`src/design/sccd_pkg.sv`:
```
package sccd_pkg;

	// Message identifiers and command codes
	localparam logic [10:0] SCCD_ID_SETUP = 11'h005;
	localparam logic [10:0] SCCD_ID_HEADER = 11'h008;
	localparam logic [10:0] SCCD_ID_DATA = 11'h009;
	localparam logic [7:0] SCCD_PAYLOAD_ID = 8'h08;
	localparam logic [3:0] SCCD_MSG_LEN = 4'h8;
	localparam logic [7:0] SCCD_FC_SUM_MASK = 8'h02;
	localparam logic [7:0] SCCD_STRUCT_MASK = 8'h0B;
	localparam logic [7:0] SCCD_FC_SUM_MODE = 8'h0B;
	localparam logic [7:0] SCCD_MASK_SIZE_LO = 8'h08;
	localparam logic [7:0] SCCD_MASK_SIZE_HI = 8'h00;

	// Sum source modes
	localparam logic [2:0] SCCD_MODE_NORMAL = 3'h0;
	localparam logic [2:0] SCCD_MODE_ZERO = 3'h1;
	localparam logic [2:0] SCCD_MODE_PRN_SYNC = 3'h2;
	localparam logic [2:0] SCCD_MODE_PRN_FREE = 3'h3;
	localparam logic [2:0] SCCD_MODE_COUNT = 3'h4;

	// Register byte offsets
	localparam logic [7:0] SCCD_REG_CTRL = 8'h00;
	localparam logic [7:0] SCCD_REG_STATUS = 8'h04;
	localparam logic [7:0] SCCD_REG_MASK_LO = 8'h08;
	localparam logic [7:0] SCCD_REG_MASK_HI = 8'h0C;
	localparam logic [7:0] SCCD_REG_IRQ_STATUS = 8'h10;
	localparam logic [7:0] SCCD_REG_IRQ_CLEAR = 8'h14;
	localparam logic [7:0] SCCD_REG_IRQ_ENABLE = 8'h18;

	// Event bit positions
	localparam int SCCD_EV_MASK = 0;
	localparam int SCCD_EV_MODE = 1;
	localparam int SCCD_EV_WARN = 2;
	localparam int SCCD_EV_ERR = 3;
	localparam int SCCD_EV_DISCARD = 4;
	localparam int SCCD_EV_N = 5;

	// Reset values
	localparam logic [63:0] SCCD_MASK_RST = 64'h0000_0000_0000_0000;
	localparam logic [2:0] SCCD_MODE_RST = 3'h0;
	localparam logic [5:0] SCCD_NODE_RST = 6'h00;
	localparam logic [15:0] SCCD_PRN_SEED = 16'hACE1;

	// Sequence timeout
	localparam int SCCD_CLK_HZ = 10_000_000;
	localparam int SCCD_TMO_MS = 10;
	localparam int SCCD_TMO_CYCLES = SCCD_TMO_MS * (SCCD_CLK_HZ / 1000);

	localparam logic [1:0] SCCD_RESP_OKAY = 2'h0;
	localparam logic [1:0] SCCD_RESP_SLVERR = 2'h2;

	typedef enum logic [1:0] {
		SCCD_IDLE,
		SCCD_WAIT_HDR,
		SCCD_WAIT_DATA
	} sccd_fsm_t;

endpackage

```
`src/design/sccd_decoder.sv`:
```
`timescale 1ns/100ps
`default_nettype none
module sccd_decoder
	import sccd_pkg::*;
#(
	parameter int unsigned TIMEOUT_CYCLES = SCCD_TMO_CYCLES
) (
	input wire logic aclk,
	input wire logic aresetn,
	input wire logic ce,
	// Received message stream
	input wire logic msg_valid,
	input wire logic [10:0] msg_id,
	input wire logic [3:0] msg_len,
	input wire logic [63:0] msg_data,
	// Antenna data and timing
	input wire logic [63:0] correlator_antenna_input,
	input wire logic tick_16ms,
	output logic [6:0] sum_out,
	output logic irq,
	// AXI4-Lite slave
	input wire logic [7:0] s_axi_awaddr,
	input wire logic s_axi_awvalid,
	output logic s_axi_awready,
	input wire logic [31:0] s_axi_wdata,
	input wire logic [3:0] s_axi_wstrb,
	input wire logic s_axi_wvalid,
	output logic s_axi_wready,
	output logic [1:0] s_axi_bresp,
	output logic s_axi_bvalid,
	input wire logic s_axi_bready,
	input wire logic [7:0] s_axi_araddr,
	input wire logic s_axi_arvalid,
	output logic s_axi_arready,
	output logic [31:0] s_axi_rdata,
	output logic [1:0] s_axi_rresp,
	output logic s_axi_rvalid,
	input wire logic s_axi_rready
);

	// All state of the block except the pattern stage in one record, registered as a whole
	typedef struct packed {
		sccd_fsm_t st;
		logic [16:0] tmo;
		logic [63:0] mask;
		logic [2:0] mode;
		logic warn;
		logic err;
		logic [5:0] node;
		logic [SCCD_EV_N-1:0] irq_sts;
		logic [SCCD_EV_N-1:0] irq_en;
		logic aw_got;
		logic [7:0] aw_addr;
		logic w_got;
		logic [31:0] w_data;
		logic [3:0] w_strb;
		logic bvalid;
		logic [1:0] bresp;
		logic rvalid;
		logic [31:0] rdata;
		logic [1:0] rresp;
	} sccd_core_t;

	sccd_core_t s_reg;
	sccd_core_t s_next;

	// Helpers between the state record and the next-state logic
	logic [63:0] masked;
	logic [6:0] sum_cnt;
	logic full_len;
	logic [47:0] target;
	logic addressed;
	logic [SCCD_EV_N-1:0] ev;
	logic [SCCD_EV_N-1:0] clr;
	logic wr_fire;
	logic [31:0] rd_val;
	logic rd_ok;

	// Per-antenna gating of the input data by the active mask
	genvar gi;
	generate
		for (gi = 0; gi < 64; gi++) begin : g_gate
			assign masked[gi] = correlator_antenna_input[gi] & s_reg.mask[gi];
		end
	endgenerate

	// Count of included antenna bits forms the normal sum
	// A plain chain of 64 one-bit adds; seven bits hold the full count
	always_comb begin
		sum_cnt = 7'h00;
		for (int i = 0; i < 64; i++) begin
			sum_cnt = sum_cnt + {6'h00, masked[i]};
		end
	end

	// Setup target mask covers 48 nodes; bytes 2..7 of the setup payload
	assign target = msg_data[63:16];
	// Node numbers above 47 have no target bit and are never addressed
	assign addressed = (s_reg.node < 6'h30) && target[s_reg.node];
	assign full_len = (msg_len == SCCD_MSG_LEN);

	// Register read mux
	// Write-only and unmapped offsets read as zero; only the reply code differs
	always_comb begin
		rd_val = 32'h0000_0000;
		rd_ok = 1'b1;
		case (s_axi_araddr)
			SCCD_REG_CTRL: rd_val = {26'h0, s_reg.node};
			SCCD_REG_STATUS: rd_val = {25'h0, s_reg.st, s_reg.err, s_reg.warn, s_reg.mode};
			SCCD_REG_MASK_LO: rd_val = s_reg.mask[31:0];
			SCCD_REG_MASK_HI: rd_val = s_reg.mask[63:32];
			SCCD_REG_IRQ_STATUS: rd_val = {27'h0, s_reg.irq_sts};
			SCCD_REG_IRQ_CLEAR: rd_val = 32'h0000_0000;
			SCCD_REG_IRQ_ENABLE: rd_val = {27'h0, s_reg.irq_en};
			default: rd_ok = 1'b0;
		endcase
	end

	// Write completes once both address and data are held
	// A pending response blocks the next write until it is accepted
	assign wr_fire = s_reg.aw_got && s_reg.w_got && !s_reg.bvalid;

	// Main next-state process: decoder, registers, bus slave
	always_comb begin
		s_next = s_reg;
		ev = '0;
		clr = '0;

		// Sequence timeout runs while a command is part-received
		// A lost message would otherwise leave a half command armed forever
		if (s_reg.st != SCCD_IDLE) begin
			s_next.tmo = s_reg.tmo + 17'h00001;
		end
		if (s_reg.st != SCCD_IDLE && s_reg.tmo >= 17'(TIMEOUT_CYCLES - 1)) begin
			s_next.st = SCCD_IDLE;
			s_next.tmo = 17'h00000;
			ev[SCCD_EV_DISCARD] = 1'b1;
		end

		// Message decoder
		if (msg_valid) begin
			if (!full_len) begin
				// Short payloads break the sequence
				if (s_reg.st != SCCD_IDLE) begin
					ev[SCCD_EV_DISCARD] = 1'b1;
				end
				s_next.st = SCCD_IDLE;
				s_next.tmo = 17'h00000;
			end else if (msg_id == SCCD_ID_SETUP) begin
				// A new setup always restarts; a stale sequence is dropped
				if (s_reg.st != SCCD_IDLE) begin
					ev[SCCD_EV_DISCARD] = 1'b1;
				end
				s_next.tmo = 17'h00000;
				if (msg_data[7:0] == SCCD_PAYLOAD_ID && addressed) begin
					s_next.st = SCCD_WAIT_HDR;
				end else begin
					s_next.st = SCCD_IDLE;
				end
			end else if (msg_id == SCCD_ID_HEADER) begin
				case (s_reg.st)
					SCCD_WAIT_HDR: begin
						s_next.tmo = 17'h00000;
						s_next.st = SCCD_IDLE;
						if (msg_data[7:0] == SCCD_FC_SUM_MASK
							&& msg_data[15:8] == SCCD_STRUCT_MASK
							&& msg_data[23:16] == SCCD_MASK_SIZE_LO
							&& msg_data[31:24] == SCCD_MASK_SIZE_HI) begin
							s_next.st = SCCD_WAIT_DATA;
						end else if (msg_data[7:0] == SCCD_FC_SUM_MODE) begin
							// Mode lives in header byte 1, no data message
							// Spare header bytes beyond byte 1 are not checked
							if (msg_data[10:8] <= SCCD_MODE_COUNT
								&& msg_data[15:11] == 5'h00) begin
								s_next.mode = msg_data[10:8];
								s_next.err = 1'b0;
								ev[SCCD_EV_MODE] = 1'b1;
							end else begin
								// Out-of-range mode keeps the running source
								s_next.err = 1'b1;
								ev[SCCD_EV_ERR] = 1'b1;
							end
						end
					end
					SCCD_WAIT_DATA: begin
						// Header where data was due ends the sequence
						s_next.st = SCCD_IDLE;
						s_next.tmo = 17'h00000;
						ev[SCCD_EV_DISCARD] = 1'b1;
					end
					SCCD_IDLE: s_next.st = SCCD_IDLE;
					default: s_next.st = SCCD_IDLE;
				endcase
			end else if (msg_id == SCCD_ID_DATA) begin
				if (s_reg.st == SCCD_WAIT_DATA) begin
					// Byte 0 in bits 7:0 covers inputs 7..0
					// Top input returns the phased sum, so it never joins the mask
					s_next.mask = {1'b0, msg_data[62:0]};
					s_next.warn = msg_data[63];
					ev[SCCD_EV_MASK] = 1'b1;
					ev[SCCD_EV_WARN] = msg_data[63];
				end else if (s_reg.st == SCCD_WAIT_HDR) begin
					ev[SCCD_EV_DISCARD] = 1'b1;
				end
				s_next.st = SCCD_IDLE;
				s_next.tmo = 17'h00000;
			end
		end

		// Write channel capture; address and data in either order
		// Each half stays held until the write fires; no new half is taken while a response waits
		if (s_axi_awvalid && !s_reg.aw_got && !s_reg.bvalid) begin
			s_next.aw_got = 1'b1;
			s_next.aw_addr = s_axi_awaddr;
		end
		if (s_axi_wvalid && !s_reg.w_got && !s_reg.bvalid) begin
			s_next.w_got = 1'b1;
			s_next.w_data = s_axi_wdata;
			s_next.w_strb = s_axi_wstrb;
		end
		// All fields sit in byte lane 0; other lanes are ignored
		if (wr_fire) begin
			s_next.aw_got = 1'b0;
			s_next.w_got = 1'b0;
			s_next.bvalid = 1'b1;
			s_next.bresp = SCCD_RESP_OKAY;
			case (s_reg.aw_addr)
				SCCD_REG_CTRL: begin
					if (s_reg.w_strb[0]) begin
						s_next.node = s_reg.w_data[5:0];
					end
				end
				SCCD_REG_IRQ_CLEAR: begin
					if (s_reg.w_strb[0]) begin
						clr = s_reg.w_data[SCCD_EV_N-1:0];
					end
				end
				SCCD_REG_IRQ_ENABLE: begin
					if (s_reg.w_strb[0]) begin
						s_next.irq_en = s_reg.w_data[SCCD_EV_N-1:0];
					end
				end
				SCCD_REG_STATUS, SCCD_REG_MASK_LO, SCCD_REG_MASK_HI,
				SCCD_REG_IRQ_STATUS: s_next.bresp = SCCD_RESP_OKAY;
				default: s_next.bresp = SCCD_RESP_SLVERR;
			endcase
		end
		if (s_reg.bvalid && s_axi_bready) begin
			s_next.bvalid = 1'b0;
		end

		// Read channel, one outstanding read
		// Read data comes from the live address in the acceptance cycle
		if (s_axi_arvalid && !s_reg.rvalid) begin
			s_next.rvalid = 1'b1;
			s_next.rdata = rd_val;
			s_next.rresp = rd_ok ? SCCD_RESP_OKAY : SCCD_RESP_SLVERR;
		end else if (s_reg.rvalid && s_axi_rready) begin
			s_next.rvalid = 1'b0;
		end

		// Sticky events; a set in the clear cycle wins
		// Clearing never hides an event that lands in the same cycle
		s_next.irq_sts = (s_reg.irq_sts & ~clr) | ev;
	end

	// State register; clock enable freezes everything
	// Reset does not wait for the clock enable
	always_ff @(posedge aclk) begin
		if (!aresetn) begin
			s_reg <= '{
				st: SCCD_IDLE,
				tmo: 17'h00000,
				mask: SCCD_MASK_RST,
				mode: SCCD_MODE_RST,
				warn: 1'b0,
				err: 1'b0,
				node: SCCD_NODE_RST,
				irq_sts: '0,
				irq_en: '0,
				aw_got: 1'b0,
				aw_addr: 8'h00,
				w_got: 1'b0,
				w_data: 32'h0000_0000,
				w_strb: 4'h0,
				bvalid: 1'b0,
				bresp: SCCD_RESP_OKAY,
				rvalid: 1'b0,
				rdata: 32'h0000_0000,
				rresp: SCCD_RESP_OKAY
			};
		end else if (ce) begin
			s_reg <= s_next;
		end
	end

	// Source selection and test patterns
	// The pattern stage adds one register after the adder chain
	sccd_pattern_gen u_pat (
		.aclk(aclk),
		.aresetn(aresetn),
		.ce(ce),
		.mode(s_reg.mode),
		.tick_16ms(tick_16ms),
		.sum_in(sum_cnt),
		.sum_out(sum_out)
	);

	// Handshake outputs; ready is withheld while the clock enable is low
	// Data and response outputs come straight from the state record
	assign s_axi_awready = ce && !s_reg.aw_got && !s_reg.bvalid;
	assign s_axi_wready = ce && !s_reg.w_got && !s_reg.bvalid;
	assign s_axi_bvalid = s_reg.bvalid;
	assign s_axi_bresp = s_reg.bresp;
	assign s_axi_arready = ce && !s_reg.rvalid;
	assign s_axi_rvalid = s_reg.rvalid;
	assign s_axi_rdata = s_reg.rdata;
	assign s_axi_rresp = s_reg.rresp;
	// Level interrupt from registered status and enable
	assign irq = |(s_reg.irq_sts & s_reg.irq_en);

endmodule // sccd_decoder
`default_nettype wire

```
`src/design/sccd_pattern_gen.sv`:
```
`timescale 1ns/100ps
`default_nettype none
module sccd_pattern_gen
	import sccd_pkg::*;
(
	input wire logic aclk,
	input wire logic aresetn,
	input wire logic ce,
	input wire logic [2:0] mode,
	input wire logic tick_16ms,
	input wire logic [6:0] sum_in,
	output logic [6:0] sum_out
);

	typedef struct packed {
		logic [15:0] lfsr;
		logic [6:0] cnt;
		logic [6:0] out;
	} sccd_pat_t;

	sccd_pat_t s_reg;
	sccd_pat_t s_next;
	logic fb;

	// Next pattern and selected source
	always_comb begin
		s_next = s_reg;
		fb = s_reg.lfsr[15] ^ s_reg.lfsr[13] ^ s_reg.lfsr[12] ^ s_reg.lfsr[10];
		s_next.cnt = s_reg.cnt + 7'h01;
		if (mode == SCCD_MODE_PRN_SYNC && tick_16ms) begin
			s_next.lfsr = SCCD_PRN_SEED;
		end else begin
			s_next.lfsr = {s_reg.lfsr[14:0], fb};
		end
		case (mode)
			SCCD_MODE_NORMAL: s_next.out = sum_in;
			SCCD_MODE_ZERO: s_next.out = 7'h00;
			SCCD_MODE_PRN_SYNC: s_next.out = s_reg.lfsr[6:0];
			SCCD_MODE_PRN_FREE: s_next.out = s_reg.lfsr[6:0];
			SCCD_MODE_COUNT: s_next.out = s_reg.cnt;
			default: s_next.out = sum_in;
		endcase
	end

	// State register, frozen by clock enable
	always_ff @(posedge aclk) begin
		if (!aresetn) begin
			s_reg <= '{lfsr: SCCD_PRN_SEED, cnt: 7'h00, out: 7'h00};
		end else if (ce) begin
			s_reg <= s_next;
		end
	end

	assign sum_out = s_reg.out;

endmodule // sccd_pattern_gen
`default_nettype wire

```
`config.mk`:
```
export PLATFORM = sky130hd
export DESIGN_NAME = sccd_decoder
export DESIGN_NICKNAME = d
export VERILOG_FILES = /design/src/design/sccd_pkg.sv /design/src/design/sccd_decoder.sv /design/src/design/sccd_pattern_gen.sv
export SDC_FILE = /design/constraint.sdc
export NUM_CORES = 1
export LEC_CHECK = 0
export BUFFER_PORTS_ARGS = -buffer_cell sky130_fd_sc_hd__clkbuf_2
export CELL_PAD_IN_SITES_DETAIL_PLACEMENT = 1
export CELL_PAD_IN_SITES_GLOBAL_PLACEMENT = 2
export CORE_ASPECT_RATIO = 0.75
export CORE_MARGIN = 2
export CORE_UTILIZATION = 32
export DETAILED_ROUTE_END_ITERATION = 10
export PLACE_DENSITY = 0.87
export RECOVER_POWER = 25
export SLEW_MARGIN = 15
export SYNTH_ARGS = -nofsm -noshare
export SYNTH_HDL_FRONTEND = slang
export SYNTH_SLANG_ARGS = --single-unit
```
`constraint.sdc`:
```
create_clock -name aclk -period 8 [get_ports aclk]
set_clock_uncertainty 0.15 [all_clocks]
set_input_delay 0.8 -clock aclk [delete_from_list [all_inputs] [get_ports aclk]]
set_output_delay 0.8 -clock aclk [all_outputs]
set_load 0.05 [all_outputs]
```
Yosys cells after proc, flatten, opt, wreduce, memory -nomap -nowiden
Cells that the tools add are included.
{"block": "word_totals", "ff_bits": 217, "latch_bits": 0, "ramBits": 0, "romBits": 0, "in_bits": 205, "out_inout_bits": 49, "elab_cells": 317, "n_memories": 0}
{"block": "classes", "n_addsub": 64, "multipliers": 0, "div_mod_pow": 0, "n_lt_le_gt_ge": 4, "eq_ne": 27, "n_shift": 0, "muxes": 74, "bitwise": 73, "reduce_logical": 53}
{"operator": "$add 7x1->7", "n": 56}
{"operator": "$pmux 32 s6", "n": 1}
{"operator": "$mux 69", "n": 2}
{"operator": "$mux 88", "n": 1}
{"operator": "$mux 83", "n": 1}
{"operator": "$mux 19", "n": 4}
{"operator": "$eq 8x4->1 const B", "n": 8}
{"operator": "$mux 64", "n": 1}
{"operator": "$and 1x1->1", "n": 63}
{"operator": "$mux 63", "n": 1}
{"operator": "$eq 8x5->1 const B", "n": 6}
{"operator": "$mux 1", "n": 40}
{"operator": "$mux 37", "n": 1}
{"operator": "$mux 17", "n": 2}
{"operator": "$logic_not 8->1", "n": 3}
{"operator": "$eq 11x4->1 const B", "n": 2}
{"operator": "$logic_and 1x1->1", "n": 22}
{"operator": "$pmux 7 s3", "n": 1}
{"operator": "$mux 5", "n": 4}
{"operator": "$mux 3", "n": 6}
{"operator": "$add 17x1->17 const B", "n": 1}
{"operator": "$ge 17x17->1 const B", "n": 1}
{"operator": "$eq 8x3->1 const B", "n": 2}
{"operator": "$mux 16", "n": 1}
{"operator": "38 further kinds", "n": 65}

Longest topological paths before layout
Gate-level depths: netlist of run 1.
{"block": "depth", "ltp_word": 64, "mapped_depth": 22, "depth_no_buf": 22}

By module
A second synthesis of run 1 with hierarchy kept.
{"block": "unflattened", "cells_unflattened": 1266, "hier_area_um2": 11013.1}
{"module": "sccd_decoder", "n_inst": 1, "cells_per_inst": 1095, "area_each_um2": 9591.7, "seq_area_each_um2": 3123.0}
{"module": "sccd_pattern_gen", "n_inst": 1, "cells_per_inst": 171, "area_each_um2": 1421.4, "seq_area_each_um2": 600.6}

Worst setup path after synthesis of run 1
OpenSTA, ideal clock, no wires.
{"block": "synth_path", "path_kind": "input-to-reg", "start": "input correlator_antenna_input[0]", "end": "register u_pat.s_reg (netlist bit u_pat.sum_out[4])", "setup_ps": 123, "arrival_ps": 6839, "t_required_ps": 7727, "setup_slack_ps": 888, "stages": 21, "path_buffers": 0, "path_cell_list": "and2_1 > fa_1 > inv_1 > fa_1 > fa_1 > fa_1 > fa_1 > fa_1 > fa_1 > inv_1 > fa_1 > inv_1 > fa_1 > inv_1 > fa_1 > a21oi_1 > o21bai_1 > xor2_1 > mux2_2 > a221oi_1 > nor2_1"}
{"block": "synth_via", "elab_chain_cells": 64}
{"item": "start, declared", "line_no": "sccd_decoder.sv:17", "rtl": "input wire logic [63:0] correlator_antenna_input,"}
{"item": "$and 1x1->1", "line_no": "sccd_decoder.sv:83", "rtl": "assign masked[gi] = correlator_antenna_input[gi] & s_reg.mask[gi];"}
{"item": "$add 1x1->2", "line_no": "sccd_decoder.sv:92", "rtl": "sum_cnt = sum_cnt + {6'h00, masked[i]};"}
{"item": "$add 2x1->3", "line_no": "sccd_decoder.sv:92"}
{"item": "$add 3x1->4", "line_no": "sccd_decoder.sv:92"}
{"item": "$add 4x1->5", "line_no": "sccd_decoder.sv:92"}
{"item": "$add 5x1->6", "line_no": "sccd_decoder.sv:92"}
{"item": "$add 6x1->7", "line_no": "sccd_decoder.sv:92"}
{"item": "$add 7x1->7 (56 in a row)", "line_no": "sccd_decoder.sv:92"}
{"item": "$pmux 7 s3", "line_no": "sccd_pattern_gen.sv:35", "rtl": "case (mode)"}
{"item": "end signal, assigned", "line_no": "sccd_pattern_gen.sv:48", "rtl": "s_reg <= '{lfsr: SCCD_PRN_SEED, cnt: 7'h00, out: 7'h00};"}
{"item": "end signal, assigned", "line_no": "sccd_pattern_gen.sv:50", "rtl": "s_reg <= s_next;"}
{"item": "end, declared", "line_no": "sccd_pattern_gen.sv:21", "rtl": "sccd_pat_t s_reg;"}
Every way passes these cells.
A chain may end at the register's enable or synchronous reset.

Worst setup path after layout of run 1
{"block": "layout_path", "start": "input correlator_antenna_input[29]", "end": "register u_pat.s_reg (netlist bit u_pat.sum_out[4])"}
{"block": "layout_via", "elab_chain_cells": 36}
{"item": "$and 1x1->1", "line_no": "sccd_decoder.sv:83"}
{"item": "$add 7x1->7 (34 in a row)", "line_no": "sccd_decoder.sv:92"}
{"item": "$pmux 7 s3", "line_no": "sccd_pattern_gen.sv:35"}
Every way passes these cells.

==> metrics.md, run 1 <==
| Metric | Value |
|---|---|
| Outcome | `finished with violations` |
| Violations in the final reports | `max-capacitance violations, max-slew violations` |
| Summed negative setup slack over all endpoints | `0 ns` |
| Number of standard cells in the layout, taps in and fillers out | `approximately 1800` |
| Cell count after placement | `1781` |
| Part of the total power dissipated in combinational logic | `0.084` |
| Initial Util | `0.3254` |
| Portion of the post-synthesis area used by sequential elements | `0.3526` |
| Worst min-delay path class | `reg -> reg` |
| Slowest cell on crit path | `sky130_fd_sc_hd__fa_1` |
| Root Buffer | `sky130_fd_sc_hd__clkbuf_16` |
| Row Count | `57` |
| Global router's overall resource usage | `0.2208` |
| Post_cts resized | `0` |
| Post-route minimum period | `7.142 ns` |
| Max reg flops | `between 100 and 150` |
| Critical path start-end classification | `in -> reg` |
| Most used flip-flop cell after synthesis | `sky130_fd_sc_hd__dfxtp_1` |
| CP Launch Point | `correlator_antenna_input[29]` |
| Routed Wire Length | `about 37 mm` |
| Number of nets still failing antenna checks after routing | `0` |
| Worst hold slack across all endpoints | `approximately 0.31 ns` |
| FFs w/ async S/R, synth | `0` |
| Met3 layer usage reported by global route | `0.04861` |
| Vias per std cell | `between 5 and 6` |
| Final setup fails | `0` |
| Power Density | `165.9 nW/um^2` |
| PortBufs | `about 220` |
| DR WL/cell | `slightly above 20 um` |
| Fraction of met2 tracks used by global routing | `0.3349` |
| HPWL Detailed | `between 20 and 30 mm` |
| Maximum level of the CTS H-tree | `4` |
| Cell with the most instances after synthesis | `sky130_fd_sc_hd__nand2_1` |
| Number of clock sinks | `roughly 190` |
| CTS tree | `built` |
| Global-route wire length before repair | `roughly 57 mm` |
| Number of buffers on the longest clock path | `2` |
| Cell-by-cell trace of the critical path | `clkbuf_2 -> and2_1 -> fa_1 -> inv_1 -> fa_1 -> fa_1 -> fa_1 -> fa_1 -> fa_1 -> fa_1 -> inv_1 -> fa_1 -> inv_1 -> fa_1 -> inv_1 -> fa_1 -> a21oi_1 -> o21bai_1 -> xor2_1 -> mux2_2 -> a221oi_1 -> nor2_1` |
| Share of the synthesized area in the top cell type | `0.3526` |
| I/O pin total | `~250` |
| Least-Margin Pin Slew | `1.755 ns` |
| Startpoint type of the worst setup path | `primary input` |
| Crit end category | `flop` |
| Vertical extent of the die | `between 150 and 200 um` |
| Max-cap violations | `1` |
| Headroom to the max-slew limit | `-0.1700` |
| Initial antenna violation count | `4` |
| Final clock period utilization by the worst path | `0.8928` |
| RSZ-0062 raised after global routing | `no` |
| Horizontal die dimension | `about 210 um` |
| Number of hold-slack violations in the final timing report | `0` |
| Switching part of the total | `0.2698` |
| Proportion of layout cells with a drive suffix above 1 | `0.1926` |
| Netlist Area Pre-Place | `10560 sq um` |
| Final routed DRC violation total | `0` |
| Drt pass-1 iters | `5` |
| Internal Pwr Total | `about 1500 uW` |
| Switch Pwr | `between 500 and 600 uW` |
| TritonCTS buffer count | `17` |
| Critical Path Most Common Cell | `sky130_fd_sc_hd__fa_1` |
| Startpoint of the most critical hold path | `s_axi_rdata[25]` |
| Core Box Area | `~32000 sq um` |
| Main area contributors after synthesis | `sky130_fd_sc_hd__dfxtp_1, sky130_fd_sc_hd__fa_1, sky130_fd_sc_hd__nand2_1, sky130_fd_sc_hd__a21oi_1, sky130_fd_sc_hd__buf_4` |
| Synthesis-to-finish area growth | `15.19%` |
| Vias in the first global route | `slightly below 10000` |
| Clock Power Share | `0.445` |
| CP max stage delay | `about 0.58 ns` |
| Peak-usage layer in the global routing report | `met2` |
| Number of hold-repair buffers added at the cts stage | `0` |
| Met1 track demand over resource in global routing | `0.3096` |
| Post-synthesis instance total | `1214` |
| Clock latency at the later pin of the worst-skew pair | `roughly 0.45 ns` |
| Final weighted congestion in routability-driven placement | `0.8714` |
| Total number of vias | `a little over 9000` |
| Seq cells post-synth | `186` |
| Reg power frac | `0.472` |
| Achievable clock frequency | `between 100 and 150 MHz` |
| Clock slew at the register clock pins of the worst setup and hold paths | `roughly 0.07 ns` |
| List of most frequent post-synthesis cells | `sky130_fd_sc_hd__nand2_1, sky130_fd_sc_hd__dfxtp_1, sky130_fd_sc_hd__a21oi_1` |
| IR Drop Worst-Case VDD | `around 0.14 mV` |
| Max Slew Vio Count | `37` |
| FF-to-FF Start | `s_reg[158]` |
| Overall die area | `between 30000 and 40000 sq um` |
| Number of synthesized flops with an enable pin | `0` |
| Top cell type by total area after synthesis | `sky130_fd_sc_hd__dfxtp_1` |
| Leakage Power | `0.004730 uW` |
| Total of fill cells in the finished design | `3893` |
| Maximum fanout encountered on the critical timing path | `2` |
| DRC marker count from the first detailed-route iteration | `578` |
| Remaining global-route overflow | `0` |
| Warnings from Yosys | `0` |
| Post-CTS setup-driven buffer insertion count | `0` |
| Fin nets | `1636` |
| Endpoint arrival time on the critical path | `between 7 and 8 ns` |
| Count of different cell masters after synthesis | `77` |
| Data required, critical path | `roughly 8.2 ns` |
| Post-Synthesis Mean Instance Area | `8.699 sq um` |
| Maximum number of pins on one net before global-route repair | `90` |
kinds of logic after synthesis:
group,count (synthesis),share of synthesized area
adders and majority gates,73,0.1242
other,1,0.0003551
muxes,53,0.06647
xor gates and xnor gates,25,0.02073
AOI/OAI and AO/OA,236,0.1341
DFF,186,0.3526
and+or+nand+nor,473,0.2148
buffers and inverters,167,0.08673
power groups by stage:
stage               clock network, uW  registers, uW  logic, uW
global route                      951            954        184
finish                            897            952        169
floorplan                           0            970       91.5
global placement                    0            972        167
CTS                               917            952        171
detailed placement                  0            973        170
worst max-delay path: cells and delay by family:
kind            cells  cell delay, ns
fa+ha+maj          10            4.86
buf+inv             5            0.38
xor+xnor            1            0.12
mux                 1            0.28
compound gates      3            0.63
simple gates        2            0.26
per-layer routing:
layer  wire, um  share of wire
met4        896          0.024
met5         13        0.00035
met2      16580           0.44
met1      17720           0.47
met3       2137          0.057
placed cells by master, fill, tap and decap left out, types with 4 or more instances in the layout:
master	instances
sky130_fd_sc_hd__mux2i_1	33
sky130_fd_sc_hd__nand4_1	8
sky130_fd_sc_hd__dfxtp_1	186
sky130_fd_sc_hd__or4_4	4
sky130_fd_sc_hd__nor2_1	74
sky130_fd_sc_hd__clkbuf_16	17
sky130_fd_sc_hd__inv_1	61
sky130_fd_sc_hd__nor3_1	10
sky130_fd_sc_hd__buf_4	7
sky130_fd_sc_hd__o22ai_1	10
sky130_fd_sc_hd__nand2_1	265
sky130_fd_sc_hd__nor2b_1	7
sky130_fd_sc_hd__a31oi_1	5
sky130_fd_sc_hd__ha_1	20
sky130_fd_sc_hd__nor3_2	4
sky130_fd_sc_hd__nand3b_1	7
sky130_fd_sc_hd__mux2_2	7
sky130_fd_sc_hd__and2_1	31
sky130_fd_sc_hd__nand2b_1	6
sky130_fd_sc_hd__o21ai_0	22
sky130_fd_sc_hd__clkbuf_1	42
sky130_fd_sc_hd__fa_1	53
sky130_fd_sc_hd__xnor2_1	13
sky130_fd_sc_hd__a211oi_1	5
sky130_fd_sc_hd__xor2_1	12
sky130_fd_sc_hd__clkbuf_2	180
sky130_fd_sc_hd__a22oi_1	37
sky130_fd_sc_hd__nor4_1	4
sky130_fd_sc_hd__nor4b_1	5
sky130_fd_sc_hd__mux4_2	13
sky130_fd_sc_hd__a221oi_1	6
sky130_fd_sc_hd__a21oi_1	127
sky130_fd_sc_hd__and4b_1	4
sky130_fd_sc_hd__inv_6	8
sky130_fd_sc_hd__nand3_1	13
layout make-up:
type,count,area (sq um),share of cell area
Timing Repair Buffer,229,1111,0.09134
Sequential cell,186,3724,0.3061
Tap cell,442,553.0,0.04546
Multi-Input combinational cell,862,5932,0.4877
Clock buffer,17,425.4,0.03497
Inverter,62,235.2,0.01934
Clock inverter,15,178.9,0.01471
Antenna cell,2,5.005,0.0004114
per-stage QoR:
step	total power (uW)	setup slack (ns)	cell area, sq um	util
2_1_floorplan	1062	0.8878	10560	-
3_3_place_gp	1140	0.4182	11610	0.3578
3_5_place_dp	1143	0.3406	11610	0.3578
4_1_cts	2040	0.8082	12210	0.3764
5_1_grt	2089	0.4282	12160	0.3749
6_report	2018	0.8578	12160	0.3749
worst paths after layout:
kind                            cells after the start                to  slack (ns)
worst max-delay path                               22  u_pat.sum_out[4]        0.86
worst min-delay path                                2   s_axi_rdata[25]        0.31
worst max register to register                     22  u_pat.sum_out[4]        0.88
worst min register to register                      2   s_axi_rdata[25]        0.31
No activity file was read; power rests on OpenSTA's default activity.
==> run 2, diff against run 1 <==
--- a/config.mk
+++ b/config.mk
@@ -10,9 +10,10 @@
 export CELL_PAD_IN_SITES_GLOBAL_PLACEMENT = 2
 export CORE_ASPECT_RATIO = 0.75
 export CORE_MARGIN = 2
-export CORE_UTILIZATION = 32
+export CORE_UTILIZATION = 34
 export DETAILED_ROUTE_END_ITERATION = 10
-export PLACE_DENSITY = 0.87
+export MAX_ROUTING_LAYER = met4
+export PLACE_DENSITY = 0.91
 export RECOVER_POWER = 25
 export SLEW_MARGIN = 15
 export SYNTH_ARGS = -nofsm -noshare
==> constraint.sdc (replaced) <==
create_clock -name aclk -period 8.5 [get_ports aclk]
set_clock_uncertainty 0.15 [all_clocks]
set_input_delay 0.85 -clock aclk [delete_from_list [all_inputs] [get_ports aclk]]
set_output_delay 0.85 -clock aclk [all_outputs]
set_load 0.05 [all_outputs]
==> run 2 against run 1 <==
  * The run still ends with max-capacitance violations, max-slew violations left
  * Setup slack better by 0.46 ns
  * Flip-flop and latch count unchanged
  * Via count about the same
  * Routed wire length down 2.1%
  * Design area down 1.1%
  * Critical endpoint unchanged
==> metrics.md, run 2 (synthesis gave the netlist of run 1 again) <==
| Metric | Value |
|---|---|
| Outcome | `finished with violations (unchanged)` |
| Violations in the final reports | `max-capacitance violations, max-slew violations (unchanged)` |
| Number of buffers on the longest clock path | `2 (unchanged)` |
| Fin nets | `1635 (was 1636)` |
| Internal reg-to-reg setup slack | `1.40 ns (was 0.88 ns)` |
| Maximum fanout encountered on the critical timing path | `2 (unchanged)` |
| Final clock period utilization by the worst path | `0.8445` |
| Leading cell types in the layout, fill and taps excluded | `sky130_fd_sc_hd__nand2_1, sky130_fd_sc_hd__dfxtp_1, sky130_fd_sc_hd__clkbuf_2 (unchanged)` |
| Overall die area | `32500 sq um (was 34480 sq um)` |
| Hold Path Sink | `s_axi_rdata[16] (was s_axi_rdata[25])` |
| Crit end category | `flop (unchanged)` |
| Number of clock sinks | `186 (unchanged)` |
| Critical path start-end classification | `in -> reg (unchanged)` |
| Number of hold-slack violations in the final timing report | `0 (unchanged)` |
| Maximum number of pins on one net before global-route repair | `81 (was 90)` |
| Post-CTS setup-driven buffer insertion count | `0 (unchanged)` |
| Count of cells along the worst hold path | `2 (unchanged)` |
| Final routed DRC violation total | `0 (unchanged)` |
| Total of fill cells in the finished design | `3692 (was 3893)` |
| Utilization of the core after routing | `0.3966 (was 0.3749)` |
| Leakage Power | `0.004676 uW (was 0.004730 uW)` |
| Post-route minimum period | `between 7 and 8 ns` |
| Post_cts resized | `0 (unchanged)` |
| Drt pass-1 iters | `5 (unchanged)` |
| IR Drop Worst-Case VDD | `0.1242 mV (was 0.1359 mV)` |
| I/O pin total | `254 (unchanged)` |
| Number of hold-repair buffers added at the cts stage | `0 (unchanged)` |
| HPWL Detailed | `27.83 mm (was 28.74 mm)` |
| Endpoint arrival time on the critical path | `7.35 ns (was 7.32 ns)` |
| Initial antenna violation count | `5 (was 4)` |
| Number of nets still failing antenna checks after routing | `0 (unchanged)` |
| Least-Margin Pin Slew | `1.714 ns (was 1.755 ns)` |
| Power Density | `151.0 nW/um^2 (was 165.9 nW/um^2)` |
| CTS tree | `built (unchanged)` |
| Data required, critical path | `8.67 ns (was 8.18 ns)` |
| RSZ-0062 raised after global routing | `no (unchanged)` |
| Final setup fails | `0 (unchanged)` |
| Worst min-delay path class | `reg -> reg (unchanged)` |
| DR WL/cell | `20.66 um (was 20.58 um)` |
| Row Count | `55 (was 57)` |
| Final weighted congestion in routability-driven placement | `0.8647 (was 0.8714)` |
| PortBufs | `221 (unchanged)` |
| Clock slew at the register clock pins of the worst setup and hold paths | `0.07 ns (about the same)` |
| Summed negative setup slack over all endpoints | `0 ns (unchanged)` |
| Multi-input logic area | `5932 sq um (unchanged)` |
| Max-cap violations | `1 (unchanged)` |
| Horizontal die dimension | `207.5 um (was 213.8 um)` |
| DRC marker count from the first detailed-route iteration | `494 (was 578)` |
| Achievable clock frequency | `between 100 and 150 MHz` |
| Root Buffer | `sky130_fd_sc_hd__clkbuf_16 (unchanged)` |
| Vias per std cell | `5.214 (was 5.079)` |
| Synthesis-to-finish area growth | `13.97% (was 15.19%)` |
| Total number of vias | `9228 (was 9219)` |
| Vertical extent of the die | `156.6 um (was 161.3 um)` |
| Proportion of layout cells with a drive suffix above 1 | `0.1874 (was 0.1926)` |
| Max Slew Vio Count | `37 (unchanged)` |
| Routed Wire Length | `36.57 mm (was 37.35 mm)` |
| Most common library cell in the layout ignoring fill and taps | `sky130_fd_sc_hd__nand2_1 (unchanged)` |
| Maximum level of the CTS H-tree | `4 (unchanged)` |
| Max reg flops | `120 (unchanged)` |
| R2R Path End | `u_pat.sum_out[4] (unchanged)` |
| Core Box Area | `30350 sq um (was 32450 sq um)` |
| Startpoint of the most critical hold path | `s_axi_rdata[16] (was s_axi_rdata[25])` |
| Initial Util | `0.3480 (was 0.3254)` |
| Vias in the first global route | `9589 (was 9707)` |
| Startpoint type of the worst setup path | `primary input (unchanged)` |
| Headroom to the max-slew limit | `-0.1427 (was -0.1700)` |
| FF-to-FF Start | `s_reg[158] (unchanged)` |
| TritonCTS buffer count | `17 (unchanged)` |
| Global-route wire length before repair | `55.97 mm (was 56.90 mm)` |
| Register-to-Register Path Depth | `22 (unchanged)` |
| Clock latency at the later pin of the worst-skew pair | `0.44 ns (was 0.45 ns)` |
| Area taken by flip-flops and latches | `3724 sq um (unchanged)` |
| Remaining global-route overflow | `0 (unchanged)` |
| Global router's overall resource usage | `0.2324 (was 0.2208)` |
run 2: cell count changes in the layout (fill, tap and decap cells not counted):
cell,delta
sky130_fd_sc_hd__clkinv_4,+1
sky130_fd_sc_hd__clkinv_8,-1
sky130_fd_sc_hd__inv_6,-7
sky130_fd_sc_hd__bufinv_16,-1
sky130_fd_sc_hd__diode_2,+3
sky130_fd_sc_hd__clkbuf_2,-3
sky130_fd_sc_hd__clkbuf_1,+3
sky130_fd_sc_hd__clkinvlp_4,+2
sky130_fd_sc_hd__clkinv_2,+1
run 2: stage by stage:
stage               hold slack, ns  power (uW)  cells  worst slack [ns]  instance area, sq um
floorplan                   0.2808       999.4   1215             1.338                 10560
global placement            0.2896        1072   1737            0.8897                 11550
detailed placement          0.2964        1074   1737            0.8360                 11550
CTS                         0.3068        1839   1765             1.295                 12080
global route                0.3313        1877   1770            0.9923                 12040
finish                      0.3044        1817   1770             1.322                 12040
run 2: area by class of cell:
cell class / count / share of cell area
clock buffer: 18 / 0.03566
antenna: 5 / 0.001040
sequential: 186 / 0.3094
tap: 399 / 0.04148
timing repair buffer: 228 / 0.09169
multi-input combinational: 862 / 0.4929
inverter: 62 / 0.01954
clock inverter: 10 / 0.008317
run 2: where the power goes:
group	internal [uW]	switching [uW]	total [uW]	leakage [uW]
registers	884	11.4	896	0.00151
logic	56.8	101	157	0.00292
clock network	400	364	764	0.000252
total	1340	476	1820	0.00468
run 2: metal layers:
layer / routed length, um / track usage / part of all wire / vias to the layer above
li1: - / - / - / 4362
met1: 17260 / 0.3128 / 0.47 / 4565
met5: 0 / - / 0 / -
met4: 588 / 0.06327 / 0.016 / 0
met3: 2543 / 0.05659 / 0.070 / 35
met2: 16170 / 0.3486 / 0.44 / 266
run 2: worst max path at each step:
stage,from,end,cells past startpoint
floorplan,correlator_antenna_input[0],u_pat.sum_out[4],21
global placement,correlator_antenna_input[53],u_pat.sum_out[4],23
detailed placement,correlator_antenna_input[0],u_pat.sum_out[4],22
CTS,correlator_antenna_input[53],u_pat.sum_out[4],23
global route,correlator_antenna_input[53],u_pat.sum_out[4],23
finish,correlator_antenna_input[53],u_pat.sum_out[4],23
run 2: critical path, cell delays in order:
cell and delay, ns:
sky130_fd_sc_hd__clkbuf_2 0.08, sky130_fd_sc_hd__nand2_1 0.07, sky130_fd_sc_hd__fa_1 0.55, sky130_fd_sc_hd__inv_1 0.06, sky130_fd_sc_hd__fa_1 0.53, sky130_fd_sc_hd__inv_1 0.05, sky130_fd_sc_hd__fa_1 0.68, sky130_fd_sc_hd__fa_1 0.49
sky130_fd_sc_hd__fa_1 0.53, sky130_fd_sc_hd__fa_1 0.45, sky130_fd_sc_hd__fa_1 0.54, sky130_fd_sc_hd__inv_1 0.05, sky130_fd_sc_hd__fa_1 0.53, sky130_fd_sc_hd__inv_1 0.06, sky130_fd_sc_hd__fa_1 0.44, sky130_fd_sc_hd__inv_1 0.09
sky130_fd_sc_hd__fa_1 0.20, sky130_fd_sc_hd__a21oi_1 0.07, sky130_fd_sc_hd__o21bai_1 0.19, sky130_fd_sc_hd__xor2_1 0.12, sky130_fd_sc_hd__mux2_2 0.28, sky130_fd_sc_hd__a221oi_1 0.33, sky130_fd_sc_hd__nor2_1 0.08
